===== config.mk =====
export PLATFORM = sky130hd
export DESIGN_NAME = mdc_ctrl_status
export DESIGN_NICKNAME = d
export VERILOG_FILES = /design/src/mdc_pkg.sv /design/src/mdc_fail_window.sv /design/src/mdc_ctrl_status.sv
export VERILOG_INCLUDE_DIRS = /design/src /design/src/src
export SDC_FILE = /design/constraint.sdc
export NUM_CORES = 1
export LEC_CHECK = 0
export ABC_CLOCK_PERIOD_IN_PS = 4140
export BUFFER_PORTS_ARGS = -buffer_cell sky130_fd_sc_hd__buf_2
export CORE_MARGIN = 2
export CORE_UTILIZATION = 50
export DETAILED_ROUTE_END_ITERATION = 6
export GPL_TIMING_DRIVEN = 0
export PLACE_DENSITY = 0.71
export SLEW_MARGIN = 15
export SYNTH_ARGS = -nofsm -noshare
export SYNTH_HDL_FRONTEND = slang
export SYNTH_SLANG_ARGS = --single-unit
export TNS_END_PERCENT = 5

===== constraint.sdc =====
create_clock -name i_sys_clk -period 4.14 [get_ports i_sys_clk]
set_input_delay 0.207 -clock i_sys_clk [delete_from_list [all_inputs] [get_ports i_sys_clk]]
set_output_delay 0.207 -clock i_sys_clk [all_outputs]
set_load 0.01 [all_outputs]

===== src/mdc_map.svh =====
// Register map, field positions and reset values of the demodulator control bank
// Contract
// - Control state machine runs only while control_enable holds 1.
// - control_state reads 00 idle, 01 frame sync, 10 mux frame, 11 frozen.
// - Mask bits 0 to 2 at 0 force their control outputs low.
// - Mask bit 5 at 1 forces averager full-length signal to 1.
// - Mask bit 4 at 0 blocks frozen to mux-frame-locked transition.
// - Mask bit 3 at 0 blocks frozen to frame-sync-locked transition.
// - Both bits 0: frozen left only by disable or init trigger.
// - Init trigger write of 1 reinitializes machine unless already idle.
// - Initialization also restarts frame synchronizer and coarse frequency estimator.
// - Frozen entered after threshold run of consecutive locked mux frames, reset 0x18.
// - Output mean amplitude readable as unsigned 8-bit in 1/256 units.
// - Output clip rate readable as 8-bit fraction in 1/256 units.
// - NCO increment readable as 17-bit two's complement value.
// - Fine frequency part readable as separate 17-bit two's complement value.
// - Failed acquisition detections counted in 12 bits per observation interval.
// - Current weighted peak correlation inside window readable in 7 bits.
// - Position of that peak inside window readable in 11 bits.
// - Max and min correlation readable for inside and outside window.
// - Observation interval is a count of 7.2 ms multicarrier frames.
`ifndef MDC_MAP_SVH
`define MDC_MAP_SVH

`define MDC_A_FAIL_LO     16'h0144
`define MDC_A_FAIL_HI     16'h0145
`define MDC_A_MAX_IN      16'h0147
`define MDC_A_MAX_OUT     16'h0149
`define MDC_A_MIN_IN      16'h014b
`define MDC_A_MIN_OUT     16'h014d
`define MDC_A_PARITY      16'h014f
`define MDC_A_PEAK        16'h0150
`define MDC_A_PEAK_POS_LO 16'h0151
`define MDC_A_PEAK_POS_HI 16'h0152
`define MDC_A_SHIFT_LO    16'h0153
`define MDC_A_SHIFT_HI    16'h0154
`define MDC_A_JUMP_LO     16'h0155
`define MDC_A_JUMP_HI     16'h0156
`define MDC_A_NCO_LO      16'h0160
`define MDC_A_NCO_MID     16'h0161
`define MDC_A_NCO_HI      16'h0162
`define MDC_A_FINE_LO     16'h0170
`define MDC_A_FINE_MID    16'h0171
`define MDC_A_FINE_HI     16'h0172
`define MDC_A_ENABLE      16'h0180
`define MDC_A_MASK        16'h0181
`define MDC_A_INIT        16'h0182
`define MDC_A_THRESH      16'h0183
`define MDC_A_STATE       16'h0184
`define MDC_A_MEAN        16'h0190
`define MDC_A_CLIP        16'h0191

`define MDC_RST_ENABLE    1'h0
`define MDC_RST_MASK      6'h1f
`define MDC_RST_THRESH    8'h18

`define MDC_MB_RESTART    0
`define MDC_MB_HOLD       1
`define MDC_MB_TIMEOUT    2
`define MDC_MB_TO_FS      3
`define MDC_MB_TO_MUX     4
`define MDC_MB_AVG        5

`endif


===== src/mdc_pkg.sv =====
// Types shared by the demodulator control bank
package mdc_pkg;
	typedef enum logic [1:0] {
		MDC_IDLE,
		MDC_FS_LOCKED,
		MDC_MUX_LOCKED,
		MDC_FROZEN
	} mdc_state_type;
endpackage


===== src/mdc_fail_window.sv =====
// Failed acquisition-sequence counter over a programmable frame interval
`timescale 1ns/1ps
`default_nettype none
module mdc_fail_window #(
	parameter int FAIL_W = 12
)(
	input  wire logic              i_sys_clk,
	input  wire logic              i_rst_n,
	input  wire logic              i_frame_start,
	input  wire logic              i_fail,
	input  wire logic [11:0]       i_interval_len,
	output logic      [FAIL_W-1:0] o_fail_count
);
	logic [11:0]       frame_cnt_r;
	logic [FAIL_W-1:0] fail_cnt_r;
	logic [FAIL_W-1:0] fail_inc;
	logic              interval_end;

	// Saturate rather than wrap so a bad interval never reads as a good one
	assign fail_inc = (i_fail && !(&fail_cnt_r)) ? fail_cnt_r + FAIL_W'(1) : fail_cnt_r;
	// A length of 0 behaves as 1 frame
	assign interval_end = i_frame_start && (13'(frame_cnt_r) + 13'd1 >= 13'(i_interval_len));

	always_ff @(posedge i_sys_clk or negedge i_rst_n)
	begin
		if (!i_rst_n)
			frame_cnt_r <= 12'h000;
		else if (interval_end)
			frame_cnt_r <= 12'h000;
		else if (i_frame_start)
			frame_cnt_r <= frame_cnt_r + 12'h001;
	end

	always_ff @(posedge i_sys_clk or negedge i_rst_n)
	begin
		if (!i_rst_n)
		begin
			fail_cnt_r   <= '0;
			o_fail_count <= '0;
		end
		else if (interval_end)
		begin
			o_fail_count <= fail_inc;
			fail_cnt_r   <= '0;
		end
		else
			fail_cnt_r <= fail_inc;
	end
endmodule
`default_nettype wire


===== src/mdc_ctrl_status.sv =====
// Demodulator control state machine and its byte-wide register bank
`timescale 1ns/1ps
`default_nettype none
`include "mdc_map.svh"
module mdc_ctrl_status
	import mdc_pkg::*;
(
	input  wire logic        i_sys_clk,
	input  wire logic        i_rst_n,
	input  wire logic [15:0] i_reg_addr,
	input  wire logic        i_reg_wr,
	input  wire logic        i_reg_rd,
	input  wire logic [7:0]  i_reg_wdata,
	output logic      [7:0]  o_reg_rdata,
	input  wire logic        i_fs_locked,
	input  wire logic        i_tdm_frame,
	input  wire logic        i_tdm_locked,
	input  wire logic        i_mc_frame_start,
	input  wire logic        i_amss_fail,
	input  wire logic [11:0] i_interval_len,
	input  wire logic        i_corr_valid,
	input  wire logic        i_corr_inside,
	input  wire logic [6:0]  i_corr_value,
	input  wire logic [10:0] i_corr_pos,
	input  wire logic [11:0] i_history_shift,
	input  wire logic [10:0] i_window_jump,
	input  wire logic [16:0] i_nco_step,
	input  wire logic [16:0] i_fine_freq,
	input  wire logic [7:0]  i_mean_amp,
	input  wire logic [7:0]  i_clip_rate,
	input  wire logic        i_avg_full_len,
	output logic             o_sync_restart_output_gate,
	output logic             o_freq_hold_output_gate,
	output logic             o_timeout_disable_gate,
	output logic             o_avg_full_len,
	output logic             o_frame_sync_init,
	output logic             o_coarse_freq_init,
	output logic      [1:0]  o_control_state
);

	mdc_state_type state_r;
	mdc_state_type state_nxt;
	logic          enable_r;
	logic [5:0]    mask_r;
	logic [7:0]    thresh_r;
	logic [7:0]    lock_cnt_r;
	logic          lock_reach;
	logic          init_req;
	logic          parity_r;
	logic [6:0]    peak_r;
	logic [10:0]   peak_pos_r;
	logic [11:0]   shift_r;
	logic [10:0]   jump_r;
	logic [16:0]   nco_r;
	logic [16:0]   fine_r;
	logic [7:0]    mean_r;
	logic [7:0]    clip_r;
	logic [11:0]   fail_count;
	logic [7:0]    rd_nxt;

	function automatic logic [7:0] mdc_pick(input logic [23:0] v, input logic [1:0] idx);
		mdc_pick = v[{idx, 3'b000} +: 8];
	endfunction

	function automatic logic wr_hit(input logic [15:0] a);
		wr_hit = i_reg_wr && (i_reg_addr == a);
	endfunction

	// Init acts on the write itself; the trigger byte is not stored and reads 0
	assign init_req = wr_hit(`MDC_A_INIT) && i_reg_wdata[0];

	always_ff @(posedge i_sys_clk or negedge i_rst_n)
	begin
		if (!i_rst_n)
		begin
			enable_r <= `MDC_RST_ENABLE;
			mask_r   <= `MDC_RST_MASK;
			thresh_r <= `MDC_RST_THRESH;
		end
		else
		begin
			if (wr_hit(`MDC_A_ENABLE))
				enable_r <= i_reg_wdata[0];
			if (wr_hit(`MDC_A_MASK))
				mask_r <= i_reg_wdata[5:0];
			if (wr_hit(`MDC_A_THRESH))
				thresh_r <= i_reg_wdata;
		end
	end

	// Run counted from the first locked frame after reaching mux-frame lock
	assign lock_reach = (9'(lock_cnt_r) + 9'd1) >= 9'(thresh_r);

	always_comb
	begin
		state_nxt = state_r;
		unique case (state_r)
			MDC_IDLE:
				if (i_fs_locked)
					state_nxt = MDC_FS_LOCKED;
			MDC_FS_LOCKED:
				if (!i_fs_locked)
					state_nxt = MDC_IDLE;
				else if (i_tdm_frame && i_tdm_locked)
					state_nxt = MDC_MUX_LOCKED;
			MDC_MUX_LOCKED:
				if (!i_fs_locked)
					state_nxt = MDC_IDLE;
				else if (i_tdm_frame && !i_tdm_locked)
					state_nxt = MDC_FS_LOCKED;
				else if (i_tdm_frame && lock_reach)
					state_nxt = MDC_FROZEN;
			MDC_FROZEN:
				if (mask_r[`MDC_MB_TO_FS] && !i_fs_locked)
					state_nxt = MDC_FS_LOCKED;
				else if (mask_r[`MDC_MB_TO_MUX] && i_tdm_frame && !i_tdm_locked)
					state_nxt = MDC_MUX_LOCKED;
		endcase
		// Disable and init override every transition, including a held frozen state
		if (!enable_r || init_req)
			state_nxt = MDC_IDLE;
	end

	always_ff @(posedge i_sys_clk or negedge i_rst_n)
	begin
		if (!i_rst_n)
			state_r <= MDC_IDLE;
		else
			state_r <= state_nxt;
	end

	always_ff @(posedge i_sys_clk or negedge i_rst_n)
	begin
		if (!i_rst_n)
			lock_cnt_r <= 8'h00;
		else if (state_nxt != MDC_MUX_LOCKED || state_r != MDC_MUX_LOCKED)
			lock_cnt_r <= 8'h00;
		else if (i_tdm_frame && i_tdm_locked && !(&lock_cnt_r))
			lock_cnt_r <= lock_cnt_r + 8'h01;
	end

	always_ff @(posedge i_sys_clk or negedge i_rst_n)
	begin
		if (!i_rst_n)
		begin
			o_frame_sync_init  <= 1'b0;
			o_coarse_freq_init <= 1'b0;
		end
		else
		begin
			o_frame_sync_init  <= init_req && state_r != MDC_IDLE;
			o_coarse_freq_init <= init_req && state_r != MDC_IDLE;
		end
	end

	always_ff @(posedge i_sys_clk or negedge i_rst_n)
	begin
		if (!i_rst_n)
		begin
			o_sync_restart_output_gate <= 1'b0;
			o_freq_hold_output_gate    <= 1'b0;
			o_timeout_disable_gate     <= 1'b0;
			o_avg_full_len             <= 1'b0;
			o_control_state            <= 2'h0;
		end
		else
		begin
			o_sync_restart_output_gate <= enable_r && state_r == MDC_IDLE
				&& mask_r[`MDC_MB_RESTART];
			o_freq_hold_output_gate    <= state_r == MDC_FROZEN && mask_r[`MDC_MB_HOLD];
			o_timeout_disable_gate     <= state_r != MDC_IDLE && mask_r[`MDC_MB_TIMEOUT];
			o_avg_full_len             <= i_avg_full_len || mask_r[`MDC_MB_AVG];
			o_control_state            <= 2'(state_r);
		end
	end

	always_ff @(posedge i_sys_clk or negedge i_rst_n)
	begin
		if (!i_rst_n)
			parity_r <= 1'b0;
		else if (i_mc_frame_start)
			parity_r <= !parity_r;
	end

	// Live observations; a multi-byte read is not atomic across its bytes
	always_ff @(posedge i_sys_clk or negedge i_rst_n)
	begin
		if (!i_rst_n)
		begin
			shift_r <= 12'h000;
			jump_r  <= 11'h000;
			nco_r   <= 17'h00000;
			fine_r  <= 17'h00000;
			mean_r  <= 8'h00;
			clip_r  <= 8'h00;
		end
		else
		begin
			shift_r <= i_history_shift;
			jump_r  <= i_window_jump;
			nco_r   <= i_nco_step;
			fine_r  <= i_fine_freq;
			mean_r  <= i_mean_amp;
			clip_r  <= i_clip_rate;
		end
	end

	// Peak inside the window restarts at each frame boundary
	always_ff @(posedge i_sys_clk or negedge i_rst_n)
	begin
		if (!i_rst_n)
		begin
			peak_r     <= 7'h00;
			peak_pos_r <= 11'h000;
		end
		else if (i_corr_valid && i_corr_inside && (i_mc_frame_start || i_corr_value > peak_r))
		begin
			peak_r     <= i_corr_value;
			peak_pos_r <= i_corr_pos;
		end
		else if (i_mc_frame_start)
			peak_r <= 7'h00;
	end

	// Index 0 tracks inside the window, index 1 outside; latched per frame
	for (genvar g = 0; g < 2; g++)
	begin : g_win
		logic       hit;
		logic [6:0] run_max_r;
		logic [6:0] run_min_r;
		logic [6:0] rd_max_r;
		logic [6:0] rd_min_r;

		assign hit = i_corr_valid && (i_corr_inside == (g == 0));

		always_ff @(posedge i_sys_clk or negedge i_rst_n)
		begin
			if (!i_rst_n)
			begin
				run_max_r <= 7'h00;
				run_min_r <= 7'h7f;
				rd_max_r  <= 7'h00;
				rd_min_r  <= 7'h00;
			end
			else if (i_mc_frame_start)
			begin
				rd_max_r  <= run_max_r;
				rd_min_r  <= run_min_r;
				run_max_r <= hit ? i_corr_value : 7'h00;
				run_min_r <= hit ? i_corr_value : 7'h7f;
			end
			else if (hit)
			begin
				if (i_corr_value > run_max_r)
					run_max_r <= i_corr_value;
				if (i_corr_value < run_min_r)
					run_min_r <= i_corr_value;
			end
		end
	end

	mdc_fail_window #(
		.FAIL_W (12)
	) i_mdc_fail_window (
		.i_sys_clk      (i_sys_clk),
		.i_rst_n        (i_rst_n),
		.i_frame_start  (i_mc_frame_start),
		.i_fail         (i_amss_fail),
		.i_interval_len (i_interval_len),
		.o_fail_count   (fail_count)
	);

	always_comb
	begin
		rd_nxt = 8'h00;
		unique case (i_reg_addr)
			`MDC_A_FAIL_LO:     rd_nxt = mdc_pick(24'(fail_count), 2'd0);
			`MDC_A_FAIL_HI:     rd_nxt = mdc_pick(24'(fail_count), 2'd1);
			`MDC_A_MAX_IN:      rd_nxt = {1'b0, g_win[0].rd_max_r};
			`MDC_A_MAX_OUT:     rd_nxt = {1'b0, g_win[1].rd_max_r};
			`MDC_A_MIN_IN:      rd_nxt = {1'b0, g_win[0].rd_min_r};
			`MDC_A_MIN_OUT:     rd_nxt = {1'b0, g_win[1].rd_min_r};
			`MDC_A_PARITY:      rd_nxt = {7'h00, parity_r};
			`MDC_A_PEAK:        rd_nxt = {1'b0, peak_r};
			`MDC_A_PEAK_POS_LO: rd_nxt = mdc_pick(24'(peak_pos_r), 2'd0);
			`MDC_A_PEAK_POS_HI: rd_nxt = mdc_pick(24'(peak_pos_r), 2'd1);
			`MDC_A_SHIFT_LO:    rd_nxt = mdc_pick(24'(shift_r), 2'd0);
			`MDC_A_SHIFT_HI:    rd_nxt = mdc_pick(24'(shift_r), 2'd1);
			`MDC_A_JUMP_LO:     rd_nxt = mdc_pick(24'(jump_r), 2'd0);
			`MDC_A_JUMP_HI:     rd_nxt = mdc_pick(24'(jump_r), 2'd1);
			`MDC_A_NCO_LO:      rd_nxt = mdc_pick(24'(nco_r), 2'd0);
			`MDC_A_NCO_MID:     rd_nxt = mdc_pick(24'(nco_r), 2'd1);
			`MDC_A_NCO_HI:      rd_nxt = mdc_pick(24'(nco_r), 2'd2);
			`MDC_A_FINE_LO:     rd_nxt = mdc_pick(24'(fine_r), 2'd0);
			`MDC_A_FINE_MID:    rd_nxt = mdc_pick(24'(fine_r), 2'd1);
			`MDC_A_FINE_HI:     rd_nxt = mdc_pick(24'(fine_r), 2'd2);
			`MDC_A_ENABLE:      rd_nxt = {7'h00, enable_r};
			`MDC_A_MASK:        rd_nxt = {2'h0, mask_r};
			`MDC_A_THRESH:      rd_nxt = thresh_r;
			`MDC_A_STATE:       rd_nxt = {6'h00, 2'(state_r)};
			`MDC_A_MEAN:        rd_nxt = mean_r;
			`MDC_A_CLIP:        rd_nxt = clip_r;
			default:            rd_nxt = 8'h00;
		endcase
	end

	always_ff @(posedge i_sys_clk or negedge i_rst_n)
	begin
		if (!i_rst_n)
			o_reg_rdata <= 8'h00;
		else if (i_reg_rd)
			o_reg_rdata <= rd_nxt;
	end
endmodule
`default_nettype wire


==> impl.org <==
** Global routing
- GRT Overall Usage :: 26.6%
- First-pass GRT wire length :: between 40 and 50 mm
- Initial antenna violation count :: 3
- The total overflow left after global routing is 0.
- Largest net degree at the start of global routing :: 94
- The via count of the first global-routing pass is around 8900.

** Timing
- Clock period minus worst slack :: 3700 ps
- Slew Limit Headroom :: 28.8%
- Timing-limited maximum frequency :: roughly 0.27 GHz
- Count of final max-slew check failures :: 0
- Of the available clock period, the critical path in the final layout requires about 89%.
- Clock skew on the completed layout was measured at about 13 ps.
- Sum Neg Setup Slack :: 0 ps
- Least-Margin Pin Slew :: 1060 ps
- Setup violations remaining at the end of the flow were counted as 0.
- Hold Fails Final Rpt :: 0
- The tightest hold path in the finished design has a slack of between 10 and 15 ps.
- RSZ-0062 raised after global routing :: no

** Placement
- Detailed placement finished with a half-perimeter wire length of 21.4 mm.
- IO buf count :: about 150
- Gpl congestion :: around 0.94
- DP Cell Count :: roughly 1400

** Final layout
- From synthesis to final layout, the design area changed by 27.4%.
- Proportion of layout cells with a drive suffix above 1 :: between 20 and 30%
- For this run, the share of the core covered by cells in the final layout is between 60% and 70%.
- For this run, the post-layout net count is about 1400.
- Once layout is complete, the cells apart from fillers number between 1500 and 2000.

** Worst setup path
- WP buf/inv :: 1
- Critical Path, Cell by Cell :: ha_1, and3_1, and3_1, and3_1, nand3_1, xnor2_1, ha_1, o21ai_0, a21oi_1, a311oi_1, o22ai_2, clkbuf_1, nor2_1, a21oi_1
- The critical path in this run is classified as reg -> reg.
- Worst path required time :: about 4500 ps
- The most critical setup path has its endpoint at i_mdc_fail_window.o_fail_count[5].
- By instance count, the cell type seen most on the critical path is and3_1.
- R2R depth :: 14
- Data arrival time of the worst path :: just over 4000 ps
- On the worst path, the slowest cell contributes a delay of 480 ps.
- Cell with the largest stage delay on the worst path :: a311oi_1
- Crit-path leading delay family :: compound AO/OA/AOI/OAI gates
- Maximum net fanout on the critical path :: 10
- The startpoint identified for the worst register-to-register timing path is i_mdc_fail_window.frame_cnt_r[0].
- STA classifies the critical path endpoint as a flip-flop.
- The most critical setup path has its startpoint at i_mdc_fail_window.frame_cnt_r[0].
- The worst setup path is launched from a flip-flop.
- Critical Path Stages :: 14
- Setup slack on the worst reg-to-reg path comes out at 440 ps.
- In this run the critical register-to-register path is captured at i_mdc_fail_window.o_fail_count[5].

** CTS
- The clock passes through at most 3 buffers.
- Cts repair resizes :: 0
- The root buffer cell chosen for the clock tree is clkbuf_16.
- Inserted Clock Buffers :: 25
- In this run the number of H-tree levels came out at 1.
- TritonCTS clock tree :: built
- Clock slew at reported path FFs :: 60 ps
- Clock latency on the worst-skew pair, taken at its later pin, is ~540 ps.
- Clock sink count :: ~220

** Synthesis
- Primary flip-flop cell chosen by synthesis mapping :: dfrtp_1
- Average instance area after synthesis :: roughly 11 um2
- Cell type with the largest total area after synthesis :: dfrtp_1
- Number of enable flip-flop cells after synthesis :: 0
- For this run, the number of Yosys warnings is 0.
- In the synthesized netlist, the number of instances is 958.
- Most frequent cell after synthesis :: dfrtp_1
- The synthesized netlist devotes under 10% of its cell area to adder and majority cells.
- The synthesized netlist devotes about 16% of its cell area to compound gates.
- Largest family of logic cells by synthesized area :: compound AO/OA/AOI/OAI gates
- The synthesized netlist devotes approximately 14% of its cell area to simple gates.
- Synthesis instantiated 69 different standard cells from the library.
- Of the synthesized area, sequential elements account for around 51%.
- In the synthesized netlist the async set-or-reset flop fraction comes to 100%.
- Multiplexer fraction of the synthesized cell area :: under 10%
- When the netlist entered floorplanning its net count stood at between 1000 and 1500.
- Share of Yosys cell area claimed by the top area cell type :: between 40 and 50%
- In the post-synthesis netlist, the biggest area contributors are dfrtp_1 (46%), ha_1 (6.4%), dfstp_2 (5.0%).
- Xor and xnor area share after synthesis :: between 2 and 2.5%
- Register bit total from synthesis :: roughly 220
- Leading cell types by count after synthesis :: dfrtp_1 (203), inv_1 (74), nor2_1 (74), ha_1 (56), mux2_2 (48)
- After synthesis the cells add up to 10900 um2.

** Route
- Routed wire length per instance :: 20.3 um
- Post-route antenna net violation count :: 0
- Per-cell via count in the routed design :: ~5.8
- Drt initial violations :: 699
- Drt first pass iters :: 5
- Vias after detailed routing :: just under 9000
- Detailed-route wire length :: 31.2 mm
- Drt drc :: 0

** Floorplanning
- The core region is about 22000 um2.
- Placement row count :: 54
- Initial standard-cell utilization of the core :: about half
- The floorplan step set the die width to 152 um.
- Die height :: between 150 and 200 um
- The floorplan step defined a die boundary enclosing 23100 um2.
- I/O Pins :: ~160

** Power
- The analysis attributes to cell leakage a power of 6.51 nW.
- In this run the power density over the cells is about 420 nW/um2.
- VDD sags by at most 0.383 mV.

** Flow run
- Number of maximum-capacitance violations :: 0

** Worst hold path
- Type of the tightest min-delay check :: in -> reg

** Outcome
- The run finished with clean final reports.
-- stage by stage --
step                      power, W  instance area (um2)  worst slack [ps]
after global placement     0.00355                12100              -975
after CTS                  0.00587                13900               435
after detailed placement   0.00360                12100               480
after global routing       0.00611                13900               146
after floorplan            0.00324                10900              1030
final                      0.00586                13900               437
-- kinds of logic after synthesis --
| logic type | count (synthesis) |
|---|---|
| buffers and inverters | 104 |
| xor gates and xnor gates | 31 |
| AOI/OAI and AO/OA | 223 |
| DFF | 224 |
| and+or+nand+nor | 266 |
| adders and majority gates | 56 |
| muxes | 54 |
-- cell usage in the layout, fill, tap and decap left out, drive strengths merged, types with 5 or more instances in the layout --
cell type and count:
inv 78, o21a 5, xor2 21, o21ai 42, a22oi 20, nor2b 5
a222oi 11, a22o 35, nand2b 17, nor4 10, dfrtp 203, and3 11
buf 164, mux2i 6, nand4 19, a2bb2oi 10, or3 8, a21o 11
nor3 30, a32o 7, mux2 48, or2 5, nand2 38, a21oi 29
nand3 30, clkbuf 51, ha 56, a221oi 17, clkinv 8, nor2 74
xnor2 10, dlygate4sd3 99, o221a 6, dfstp 21
-- where the power goes --
part	internal [W]	switching (W)
Clock	0.00123	0.000985
Sequential	0.00249	0.000224
Combinational	0.000454	0.000477
Total	0.00418	0.00169
-- worst min path at each step --
stage	startpoint	end	slack, ps	depth (start not counted)
floorplan	i_rst_n	clip_r[0]	-90	0
global placement	i_fine_freq[14]	fine_r[14]	310	1
detailed placement	i_rst_n	peak_pos_r[1]	140	1
CTS	i_corr_value[0]	g_win[1].run_min_r[0]	5	2
global route	i_corr_value[0]	g_win[1].run_min_r[0]	10	2
finish	i_corr_value[0]	g_win[1].run_min_r[0]	10	2
-- metal layers --
metal  vias up  wire (um)  track usage, %
met4         0       1300            10.1
met2       394      14500            42.6
met3        88       2330            4.54
met1      4356      13100            36.5
met5         -          0               0
li1       4106          -               -
-- registers in the layout, summed over array words and instances, names as in the netlist, 8 cells and up --
register and count:
mean_r 8, nco_r 17, peak_pos_r 11, thresh_r 8, lock_cnt_r 8, g_win.rd_max_r 14, g_win.run_min_r 14, jump_r 11
g_win.run_max_r 14, shift_r 12, g_win.rd_min_r 14, i_mdc_fail_window.o_fail_count 12, fine_r 17, o_reg_rdata 8, i_mdc_fail_window.frame_cnt_r 12, i_mdc_fail_window.fail_cnt_r 12
clip_r 8
-- worst register-to-register path, delay by kind of cell (launching register included) --
family,cells,cell delay [ps]
buf+inv,1,300
xor+xnor,1,220
flops,1,460
fa+ha+maj,2,530
simple gates,5,1020
compound gates,5,1030
-- repair_timing --
action	CTS	global route
hold buffers	99	0
endpoints found under the hold margin	148	0
setup buffers	0	0
-- final cells by class --
cell class,count,area (um2)
fillers,1645,7740
plain buffers,29,159
clock buffers,33,706
multi-input cells,630,4870
repair buffers,252,1810
clock inverters,13,125
flip-flops and latches,224,5630
diodes,3,7.51
inverters,75,282
well taps,280,350
(Power assumes the default switching activity.)
